--- config.mk ---
export PLATFORM = sky130hd
export DESIGN_NAME = power_switch_ctrl
export DESIGN_NICKNAME = d
export VERILOG_FILES = /design/src/pswitch_pkg.sv /design/src/pin_sync.sv /design/src/power_switch_ctrl.sv
export SDC_FILE = /design/constraint.sdc
export NUM_CORES = 1
export LEC_CHECK = 0
export ABC_AREA = 0
export BUFFER_PORTS_ARGS = -buffer_cell sky130_fd_sc_hd__buf_4
export CELL_PAD_IN_SITES_DETAIL_PLACEMENT = 2
export CELL_PAD_IN_SITES_GLOBAL_PLACEMENT = 2
export CORE_MARGIN = 1.5
export CORE_UTILIZATION = 37
export CTS_CLUSTER_DIAMETER = 60
export DETAILED_ROUTE_END_ITERATION = 8
export HOLD_SLACK_MARGIN = 0.1
export PLACE_DENSITY_LB_ADDON = 0.1
export SKIP_CTS_REPAIR_TIMING = 1
export SYNTH_ARGS = -nofsm -noshare
export SYNTH_HDL_FRONTEND = slang
export SYNTH_SLANG_ARGS = --single-unit
--- constraint.sdc ---
create_clock -name clk_sys -period 6.68 [get_ports clk_sys]
set_input_delay 0.668 -clock clk_sys [delete_from_list [all_inputs] [get_ports clk_sys]]
set_output_delay 0.668 -clock clk_sys [all_outputs]
set_load 0.03 [all_outputs]
--- src/pswitch_pkg.sv ---
package pswitch_pkg;
  // Register byte offsets
  localparam logic [7:0] OFS_OPERATION = 8'h00;
  localparam logic [7:0] OFS_PULSE = 8'h04;
  localparam logic [7:0] OFS_STATUS = 8'h08;
  localparam logic [7:0] OFS_VIN = 8'h0c;
  localparam logic [7:0] OFS_VOUT = 8'h10;
  localparam logic [7:0] OFS_ADDRESS = 8'h14;
  // Field positions
  localparam int OP_ON_BIT = 7;
  localparam int PULSE_EN_BIT = 0;
  localparam int PULSE_ON_LSB = 8;
  localparam int PULSE_OFF_LSB = 16;
  localparam int ST_TRIP_BIT = 0;
  localparam int ST_UV_BIT = 1;
  localparam int ST_OV_BIT = 2;
  localparam int ST_POWER_GOOD_BIT = 3;
  localparam int ST_ADDR_DEF_BIT = 4;
  // Reset values
  localparam logic [7:0] OPERATION_RESET = 8'h80;
  localparam logic [23:0] PULSE_RESET = 24'h000000;
  // Fault timer: charge is twenty times faster than discharge
  localparam logic [15:0] CHARGE_STEP = 16'h0014;
  localparam logic [15:0] DISCHARGE_STEP = 16'h0001;
  localparam logic [15:0] FAULT_TIMEOUT_DEFAULT = 16'h0400;
  localparam logic [7:0] OSC_DIV_MIN = 8'h01;
  // Bus address used when the strapped one is unusable
  localparam logic [6:0] DEFAULT_ADDRESS = 7'h61;
  localparam logic [6:0] RESERVED_LOW_MAX = 7'h07;
  localparam logic [6:0] RESERVED_HIGH_MIN = 7'h78;
  // Serial receiver states
  typedef enum logic [1:0] {SER_IDLE, SER_SHIFT, SER_ACK, SER_HOLD} ser_state_t;
endpackage : pswitch_pkg

--- src/pin_sync.sv ---
// Two flip-flop synchroniser for a group of independent levels
module pin_sync #(
  parameter int WIDTH = 1
) (
  // Clock and reset
  input wire logic clk_sys,
  input wire logic rst_b,
  // Levels
  input wire logic [WIDTH-1:0] async_in,
  output logic [WIDTH-1:0] sync_out
);
  logic [WIDTH-1:0] stage1;

  // First stage feeds only the second
  always_ff @(posedge clk_sys or negedge rst_b) begin
    if (!rst_b) begin
      stage1 <= '0;
      sync_out <= '0;
    end else begin
      stage1 <= async_in;
      sync_out <= stage1;
    end
  end
endmodule : pin_sync

--- src/power_switch_ctrl.sv ---
// How it works
// - Inrush gate needs its enable high, master enable low, ON bit 7 set.
// - ORing gate needs its enable high, master enable low, ON bit 7 set.
// - Pulse timing from bus when enabled, else master enable pin paces it.
// - Master reset low forces both gates off strongly, clears fault timer, flags and control registers, and retakes the address.
// - Sleep low turns both gates off and enters low-power mode.
// - Sleep high or floating gives normal fault-driven gate control.
// - Bus enable low blocks every management function; high enables it.
// - Power good only while supplies, input and feedback are in range.
// - Low feedback drops power good but leaves the load gate alone.
// - Current-limit output goes low while a current fault is present.
// - Undervoltage lockout turns the load gate off.
// - Overvoltage lockout turns the load gate off.
// - Overcurrent starts the fault timer; capacitor or default sets timeout.
// - Timers tick from an oscillator whose rate the timer capacitor sets.
// - Input and load voltage readings are visible only via management bus.
// - Open-drain alert output signals faults to the host.
// - Serial port: open-drain data line plus host-driven clock input.
// - Strapped ternary address checked by odd parity; else default address.
// - Timer charges over limit, discharges below, twenty to one, hiccup.
//
// Chosen here: strobed register access and the address map.
module power_switch_ctrl (
  // Clock and reset
  input wire logic clk_sys,
  input wire logic rst_b,
  // Enable and mode pins
  input wire logic inrush_gate_enable,
  input wire logic or_gate_enable,
  input wire logic master_enable_n,
  input wire logic master_reset_n,
  input wire logic sleep_n,
  input wire logic mgmt_bus_enable,
  // Comparators and analog status
  input wire logic undervoltage_lockout,
  input wire logic overvoltage_lockout,
  input wire logic feedback_low,
  input wire logic supply_ok,
  input wire logic current_monitor,
  input wire logic fault_cap_fitted,
  input wire logic [11:0] fault_cap_timeout,
  input wire logic [7:0] timer_cap_div,
  // Converter results, same clock
  input wire logic [9:0] adc_vin,
  input wire logic [9:0] adc_vout,
  // Address straps, two bits per ternary digit
  input wire logic [9:0] address_strap,
  input wire logic address_parity,
  // Serial management link
  input wire logic serial_clock_side1,
  input wire logic serial_data_side1_in,
  output logic serial_data_side1_out,
  output logic serial_data_side1_oe,
  // Register port
  input wire logic [7:0] reg_addr,
  input wire logic [31:0] reg_wdata,
  input wire logic reg_write,
  input wire logic reg_read,
  output logic [31:0] reg_rdata,
  // Gate drive and status pins
  output logic inrush_gate_on,
  output logic or_gate_on,
  output logic gate_strong_off,
  output logic low_power,
  output logic power_good_oe,
  output logic current_limit_fault_n_oe,
  output logic alert_n_oe
);
  import pswitch_pkg::*;

  localparam int SYNC_W = 45;
  logic [SYNC_W-1:0] sync_q;
  logic inr_en, or_en, men_n, mrst_n, slp_n, bus_en, uv, ov, fb_low, sup_ok;
  logic over_cur, cap_fit, par, scl, sda;
  logic [11:0] cap_to;
  logic [7:0] osc_div;
  logic [9:0] strap;

  // All pins except the converter results and the register port cross into clk_sys before any logic reads them
  pin_sync #(.WIDTH(SYNC_W)) u_sync (
    .clk_sys(clk_sys),
    .rst_b(rst_b),
    .async_in({inrush_gate_enable, or_gate_enable, master_enable_n, master_reset_n,
               sleep_n, mgmt_bus_enable, undervoltage_lockout, overvoltage_lockout,
               feedback_low, supply_ok, current_monitor, fault_cap_fitted,
               address_parity, serial_clock_side1, serial_data_side1_in,
               fault_cap_timeout, timer_cap_div, address_strap}),
    .sync_out(sync_q)
  );
  assign {inr_en, or_en, men_n, mrst_n, slp_n, bus_en, uv, ov, fb_low, sup_ok,
          over_cur, cap_fit, par, scl, sda, cap_to, osc_div, strap} = sync_q;

  logic [7:0] operation;
  logic [23:0] pulse_cfg;
  logic [2:0] sticky;
  logic [6:0] bus_address;
  logic addr_taken, addr_default;
  logic tick;
  logic [7:0] div_cnt;
  logic [15:0] fault_cnt;
  logic tripped;
  logic pulse_phase;
  logic [7:0] pulse_cnt;

  // Timer oscillator: one-cycle tick every osc_div cycles
  always_ff @(posedge clk_sys or negedge rst_b) begin
    if (!rst_b) begin
      div_cnt <= 8'h00;
      tick <= 1'b0;
    end else if (div_cnt + OSC_DIV_MIN >= osc_div) begin
      div_cnt <= 8'h00;
      tick <= 1'b1;
    end else begin
      div_cnt <= div_cnt + 8'h01;
      tick <= 1'b0;
    end
  end

  // Effective timeout: capacitor-set when fitted, internal default otherwise
  logic [15:0] timeout;
  assign timeout = cap_fit ? {4'h0, cap_to} : FAULT_TIMEOUT_DEFAULT;

  // Hiccup fault timer; trip holds until fully discharged, then retry
  always_ff @(posedge clk_sys or negedge rst_b) begin
    if (!rst_b) begin
      fault_cnt <= 16'h0000;
      tripped <= 1'b0;
    end else if (!mrst_n) begin
      fault_cnt <= 16'h0000;
      tripped <= 1'b0;
    end else if (tick) begin
      if (over_cur) begin
        fault_cnt <= (fault_cnt > 16'hffff - CHARGE_STEP) ? 16'hffff : fault_cnt + CHARGE_STEP;
        if (fault_cnt + CHARGE_STEP >= timeout) begin
          tripped <= 1'b1;
        end
      end else if (fault_cnt >= DISCHARGE_STEP) begin
        fault_cnt <= fault_cnt - DISCHARGE_STEP;
        if (fault_cnt == DISCHARGE_STEP) begin
          tripped <= 1'b0;
        end
      end else begin
        tripped <= 1'b0;
      end
    end
  end

  // Pulse mode paced by bus timing; without the bus the enable pin paces it
  logic pulse_mode;
  assign pulse_mode = bus_en && pulse_cfg[PULSE_EN_BIT];
  always_ff @(posedge clk_sys or negedge rst_b) begin
    if (!rst_b) begin
      pulse_phase <= 1'b1;
      pulse_cnt <= 8'h00;
    end else if (!mrst_n || !pulse_mode) begin
      pulse_phase <= 1'b1;
      pulse_cnt <= 8'h00;
    end else if (tick) begin
      if (pulse_cnt >= (pulse_phase ? pulse_cfg[PULSE_ON_LSB +: 8]
                                    : pulse_cfg[PULSE_OFF_LSB +: 8])) begin
        pulse_phase <= !pulse_phase;
        pulse_cnt <= 8'h00;
      end else begin
        pulse_cnt <= pulse_cnt + 8'h01;
      end
    end
  end

  // Gate permission; bus-blocked means the ON bit cannot hold gates off
  logic on_eff, common_ok, next_inrush, next_or, pg_cond;
  assign on_eff = bus_en ? operation[OP_ON_BIT] : 1'b1;
  assign common_ok = mrst_n && slp_n && !men_n && on_eff && pulse_phase;
  assign next_inrush = common_ok && inr_en && !uv && !ov && !tripped;
  assign next_or = common_ok && or_en && !tripped;
  assign pg_cond = sup_ok && !uv && !ov && !fb_low;

  // Gate drivers and status pins, all registered
  always_ff @(posedge clk_sys or negedge rst_b) begin
    if (!rst_b) begin
      inrush_gate_on <= 1'b0;
      or_gate_on <= 1'b0;
      gate_strong_off <= 1'b1;
      low_power <= 1'b0;
      power_good_oe <= 1'b1;
      current_limit_fault_n_oe <= 1'b0;
    end else begin
      inrush_gate_on <= next_inrush;
      or_gate_on <= next_or;
      gate_strong_off <= !mrst_n;
      low_power <= !slp_n;
      power_good_oe <= !pg_cond;
      current_limit_fault_n_oe <= tripped;
    end
  end

  // Sticky fault flags for software; a new event beats a clear
  logic [2:0] events;
  assign events = {ov, uv, tripped};
  always_ff @(posedge clk_sys or negedge rst_b) begin
    if (!rst_b) begin
      sticky <= 3'h0;
    end else if (!mrst_n) begin
      sticky <= 3'h0;
    end else if (reg_write && bus_en && reg_addr == OFS_STATUS) begin
      sticky <= (sticky & ~reg_wdata[2:0]) | events;
    end else begin
      sticky <= sticky | events;
    end
  end

  // Alert drives low while any flag stands and the bus is live
  always_ff @(posedge clk_sys or negedge rst_b) begin
    if (!rst_b) begin
      alert_n_oe <= 1'b0;
    end else begin
      alert_n_oe <= bus_en && slp_n && (sticky != 3'h0);
    end
  end

  // Ternary strap decode: 00 ground, 01 floating, 10 supply
  function automatic logic [7:0] tern_value(input logic [9:0] s);
    logic [7:0] v;
    v = 8'h00;
    for (int i = 4; i >= 0; i--) begin
      v = 8'(v * 8'h03 + (s[2*i +: 2] == 2'b10 ? 8'h02 : (s[2*i +: 2] == 2'b00 ? 8'h00 : 8'h01)));
    end
    return v;
  endfunction : tern_value

  // Address taken once after reset release, checked by odd parity
  logic [7:0] tval;
  logic par_ok, reserved;
  assign tval = tern_value(strap);
  assign par_ok = ^{tval, par};
  assign reserved = tval[7] || tval[6:0] <= RESERVED_LOW_MAX || tval[6:0] >= RESERVED_HIGH_MIN;
  always_ff @(posedge clk_sys or negedge rst_b) begin
    if (!rst_b) begin
      addr_taken <= 1'b0;
      addr_default <= 1'b1;
      bus_address <= DEFAULT_ADDRESS;
    end else if (!mrst_n) begin
      addr_taken <= 1'b0;
    end else if (!addr_taken) begin
      addr_taken <= 1'b1;
      addr_default <= !par_ok || reserved;
      bus_address <= (!par_ok || reserved) ? DEFAULT_ADDRESS : tval[6:0];
    end
  end

  // Control registers; writes ignored while the bus is disabled
  always_ff @(posedge clk_sys or negedge rst_b) begin
    if (!rst_b) begin
      operation <= OPERATION_RESET;
      pulse_cfg <= PULSE_RESET;
    end else if (!mrst_n) begin
      operation <= OPERATION_RESET;
      pulse_cfg <= PULSE_RESET;
    end else if (reg_write && bus_en) begin
      if (reg_addr == OFS_OPERATION) begin
        operation <= reg_wdata[7:0];
      end else if (reg_addr == OFS_PULSE) begin
        pulse_cfg <= reg_wdata[23:0];
      end
    end
  end

  // Read data one cycle after the strobe; zero when blocked or unmapped
  always_ff @(posedge clk_sys or negedge rst_b) begin
    if (!rst_b) begin
      reg_rdata <= 32'h00000000;
    end else if (!reg_read || !bus_en) begin
      reg_rdata <= 32'h00000000;
    end else if (reg_addr == OFS_OPERATION) begin
      reg_rdata <= {24'h000000, operation};
    end else if (reg_addr == OFS_PULSE) begin
      reg_rdata <= {8'h00, pulse_cfg};
    end else if (reg_addr == OFS_STATUS) begin
      reg_rdata <= {27'h0000000, addr_default, pg_cond, sticky};
    end else if (reg_addr == OFS_VIN) begin
      reg_rdata <= {22'h000000, adc_vin};
    end else if (reg_addr == OFS_VOUT) begin
      reg_rdata <= {22'h000000, adc_vout};
    end else if (reg_addr == OFS_ADDRESS) begin
      reg_rdata <= {25'h0000000, bus_address};
    end else begin
      reg_rdata <= 32'h00000000;
    end
  end

  // Serial link: find start/stop, shift the address, acknowledge a match
  ser_state_t ser_state;
  logic scl_d, sda_d;
  logic [7:0] shreg;
  logic [3:0] bit_cnt;
  logic scl_rise, scl_fall, start_c, stop_c, ser_live;
  assign scl_rise = scl && !scl_d;
  assign scl_fall = !scl && scl_d;
  assign start_c = scl && scl_d && sda_d && !sda;
  assign stop_c = scl && scl_d && !sda_d && sda;
  assign ser_live = bus_en && slp_n && mrst_n;
  always_ff @(posedge clk_sys or negedge rst_b) begin
    if (!rst_b) begin
      scl_d <= 1'b1;
      sda_d <= 1'b1;
    end else begin
      scl_d <= scl;
      sda_d <= sda;
    end
  end

  // Data line is open drain: only ever pulled low
  assign serial_data_side1_out = 1'b0;
  always_ff @(posedge clk_sys or negedge rst_b) begin
    if (!rst_b) begin
      ser_state <= SER_IDLE;
      shreg <= 8'h00;
      bit_cnt <= 4'h0;
      serial_data_side1_oe <= 1'b0;
    end else if (!ser_live || stop_c) begin
      ser_state <= SER_IDLE;
      serial_data_side1_oe <= 1'b0;
    end else if (start_c) begin
      ser_state <= SER_SHIFT;
      bit_cnt <= 4'h0;
      serial_data_side1_oe <= 1'b0;
    end else begin
      case (ser_state)
        SER_SHIFT: begin
          if (scl_rise) begin
            shreg <= {shreg[6:0], sda};
            bit_cnt <= bit_cnt + 4'h1;
          end else if (scl_fall && bit_cnt == 4'h8) begin
            if (shreg[7:1] == bus_address) begin
              ser_state <= SER_ACK;
              serial_data_side1_oe <= 1'b1;
            end else begin
              ser_state <= SER_IDLE;
            end
          end
        end
        SER_ACK: begin
          if (scl_fall) begin
            ser_state <= SER_HOLD;
            serial_data_side1_oe <= 1'b0;
          end
        end
        SER_HOLD: begin
          ser_state <= SER_HOLD;
        end
        default: begin
          ser_state <= SER_IDLE;
        end
      endcase
    end
  end
endmodule : power_switch_ctrl

==> results.tsv <==
stage	metric	value	unit
logic_synthesis	netlist_area	10600	um^2
power	total_power	7.92	mW
cts	htree_levels	1	
detailed_routing	avgRoutedWirePerCell	19.2	um
critical_path	critPathLaunchType	register	
logic_synthesis	synth_top_area_share	48.9	%
logic_synthesis	synth_cell_types	75	
cts	cts_sinks	217	
sta	fin_skew	9.04	ps
place	place.gp.congestion	0.748	
hold_path	min_path_type	in2async	
sta	hold_viol_final	0	
cells_and_area	n_fill_cell	2897	
grt	grt_overflow	0	
cts	tritoncts	built	
cells_and_area	layout-drive-gt1-share	22.6	%
die	die_y	172	um
place	place_inst	1472	
die	fp.dieW	172	um
detailed_routing	postRouteAntennaNets	0	
die	core	28000	um^2
die	rows	61	
logic_synthesis	ys_warn_count	0	
critical_path	end_kind	register	
cells_and_area	finish.utilization	46.5	%
detailed_routing	drcViolationCount	0	
cells_and_area	area_growth	22.8	%
logic_synthesis	avgSynthCellArea	10.6	um^2
power	ir_drop	0.719	mV
logic_synthesis	synth-seq-area-share	51.4	%
detailed_routing	viasPerCell	5.17	
logic_synthesis	synthArstFlopShare	100	%
critical_path	reg2regPathDepth	24	
critical_path	reg2reg_slack	160	ps
detailed_routing	drt_iter0_drc	296	
sta	drv_slew	0	
die	initial_core_util	37.8	%
logic_synthesis	yosysTopAreaCell	dfrtp_1	
critical_path	cp.required	7140	ps
die	die-area	29700	um^2
flow_run	cap_violations	0	
grt	grt_max_degree	91	
logic_synthesis	yosysMostFrequentCell	dfrtp_1	
grt	grt_pass1_wl	46.0	mm
sta	totalNegativeSetupSlack	0	ps
logic_synthesis	synthTopCellsByArea	dfrtp_1 (49%), ha_1 (9.1%), nand2_1 (4.3%), a21oi_1 (4.0%), dfstp_2 (2.5%)	
detailed_routing	drt-pass1-iter-count	4	
sta	fin_crit_sh	97.6	%
logic_synthesis	synth-edff-count	0	
place	io_buffers	132	
cts	worstSkewPairLatency	530	ps
logic_synthesis	synth_common_cells	dfrtp_1 (207), nand2_1 (120), a21oi_1 (85)	
critical_path	worstPathMaxFanout	8	
critical_path	arrival	6980	ps
power	power.density	608	nW/um^2
grt	track_usage	19.8	%
die	io_pins	150	
detailed_routing	vias	7908	
cts	path_clk_slew	60	ps
cts	numCtsBuffers	27	
grt	antenna_found_initial	1	
logic_synthesis	synth_flop_cell	dfrtp_1	
logic_synthesis	netlist_instances	998	
sta	setup_viol	0	
cells_and_area	fin_cells	1530	
sta	relSlewSlack	26.6	%
cells_and_area	nNetsFinal	1323	
sta	holdWs	126	ps
power	p_leak	6.00	nW
cts	cts_buffer_depth	3	
grt	grt_pass1_vias	8691	
place	hpwlAfterDp	20.5	mm
logic_synthesis	synth_seq_cells	217	
sta	worst_slew_pin_slew	1100	ps
cts	clockRootBuffer	clkbuf_16	
detailed_routing	wl	29.3	mm
sta	period_minus_slack	6520	ps
outcome	status	finished clean	
critical_path	path_class	reg2reg	
sta	fmax	153	MHz
[metal layers]
| layer | routed length (um) | global-route usage, % | vias to the layer above |
|---|---|---|---|
| li1 | - | - | 3705 |
| met5 | 0 | 0 | - |
| met4 | 605 | 4.54 | 0 |
| met2 | 14700 | 34.4 | 140 |
| met1 | 13100 | 26.4 | 4025 |
| met3 | 988 | 2.54 | 38 |
[kinds of logic after synthesis]
kind of cell / share of synthesized area, %
AO/OA/AOI/OAI: 12.2
XOR/XNOR: 4.59
adder cells (fa/ha/maj): 10.4
buffers and inverters: 4.17
flip-flops: 51.4
multiplexers: 2.30
other: 0.0354
AND/OR/NAND/NOR: 15.0
[worst max-delay path, stage by stage (launching register included)]
cell and delay [ps]:
dfrtp_1 410, or2_2 310, ha_4 290, nand3_1 110, fa_2 640, xnor2_2 110, buf_4 150, fa_1 540
ha_4 300, inv_1 50, fa_2 550, inv_1 60, ha_1 320, ha_1 320, a211oi_2 230, o21bai_1 140
a21oi_2 200, xnor2_2 150, ha_1 260, xor2_1 200, xnor2_1 170, xnor2_1 120, a2111oi_2 320, and3_4 310
a32o_1 170
[path summary, 6_finish.rpt]
path,to,start
setup / recovery,bus_address[2]$_DFFE_PN0P_,u_sync.sync_out[8]$_DFF_PN0_
hold reg to reg,u_sync.sync_out[24]$_DFF_PN0_,u_sync.stage1[24]$_DFF_PN0_
hold / removal,ser_state[1]$_DFFE_PN0P_,rst_b
max in group asynchronous,bus_address[4]$_DFFE_PN0P_,rst_b
min in group clk_sys,u_sync.stage1[6]$_DFF_PN0_,address_strap[6]
setup reg to reg,bus_address[2]$_DFFE_PN0P_,u_sync.sync_out[8]$_DFF_PN0_
[where the power goes]
| group | switching [mW] | internal (mW) |
|---|---|---|
| Sequential | 0.104 | 1.43 |
| Combinational | 2.73 | 2.19 |
| Clock | 0.577 | 0.880 |
[state kept, by name (all words and copies together), names as in the netlist, 3 cells and up]
name,flops
div_cnt,8
pulse_cnt,8
sticky,3
operation,8
fault_cnt,16
pulse_cfg,24
u_sync.sync_out,45
bit_cnt,4
shreg,8
u_sync.stage1,45
reg_rdata,24
bus_address,7
[layout by cell type (no fill, tap or decap), types with 12 or more instances in the layout]
| master | instances |
|---|---|
| nor3_1 | 14 |
| nand4_1 | 15 |
| ha_1 | 72 |
| a21oi_1 | 81 |
| mux2i_1 | 12 |
| inv_1 | 44 |
| o21ai_0 | 26 |
| xor2_1 | 23 |
| and2_1 | 16 |
| xnor2_1 | 22 |
| a21o_1 | 16 |
| buf_4 | 147 |
| clkbuf_16 | 27 |
| nand2_1 | 120 |
| nand3_1 | 19 |
| dfrtp_1 | 207 |
| nor2_1 | 55 |
| nor2b_1 | 16 |
[final cells by class]
cell class                      instances  area (um^2)  area share (%)
Antenna cell                            1         2.50          0.0192
Clock buffer                           37          763            5.86
Clock inverter                         13          138            1.06
Inverter                               46          173            1.33
Multi-Input combinational cell        690         4910            37.7
Sequential cell                       217         5440            41.8
Tap cell                              378          473            3.63
Timing Repair Buffer                  148         1120            8.59
[through the flow]
stage / area (um^2) / setup slack [ps]
after global placement: 11900 / 82.5
after CTS: 12800 / -241
after floorplan: 10600 / 563
after detailed placement: 11900 / -162
final: 13000 / 161
after global routing: 13000 / -117
Note: power is estimated with default switching activity, not from simulation.
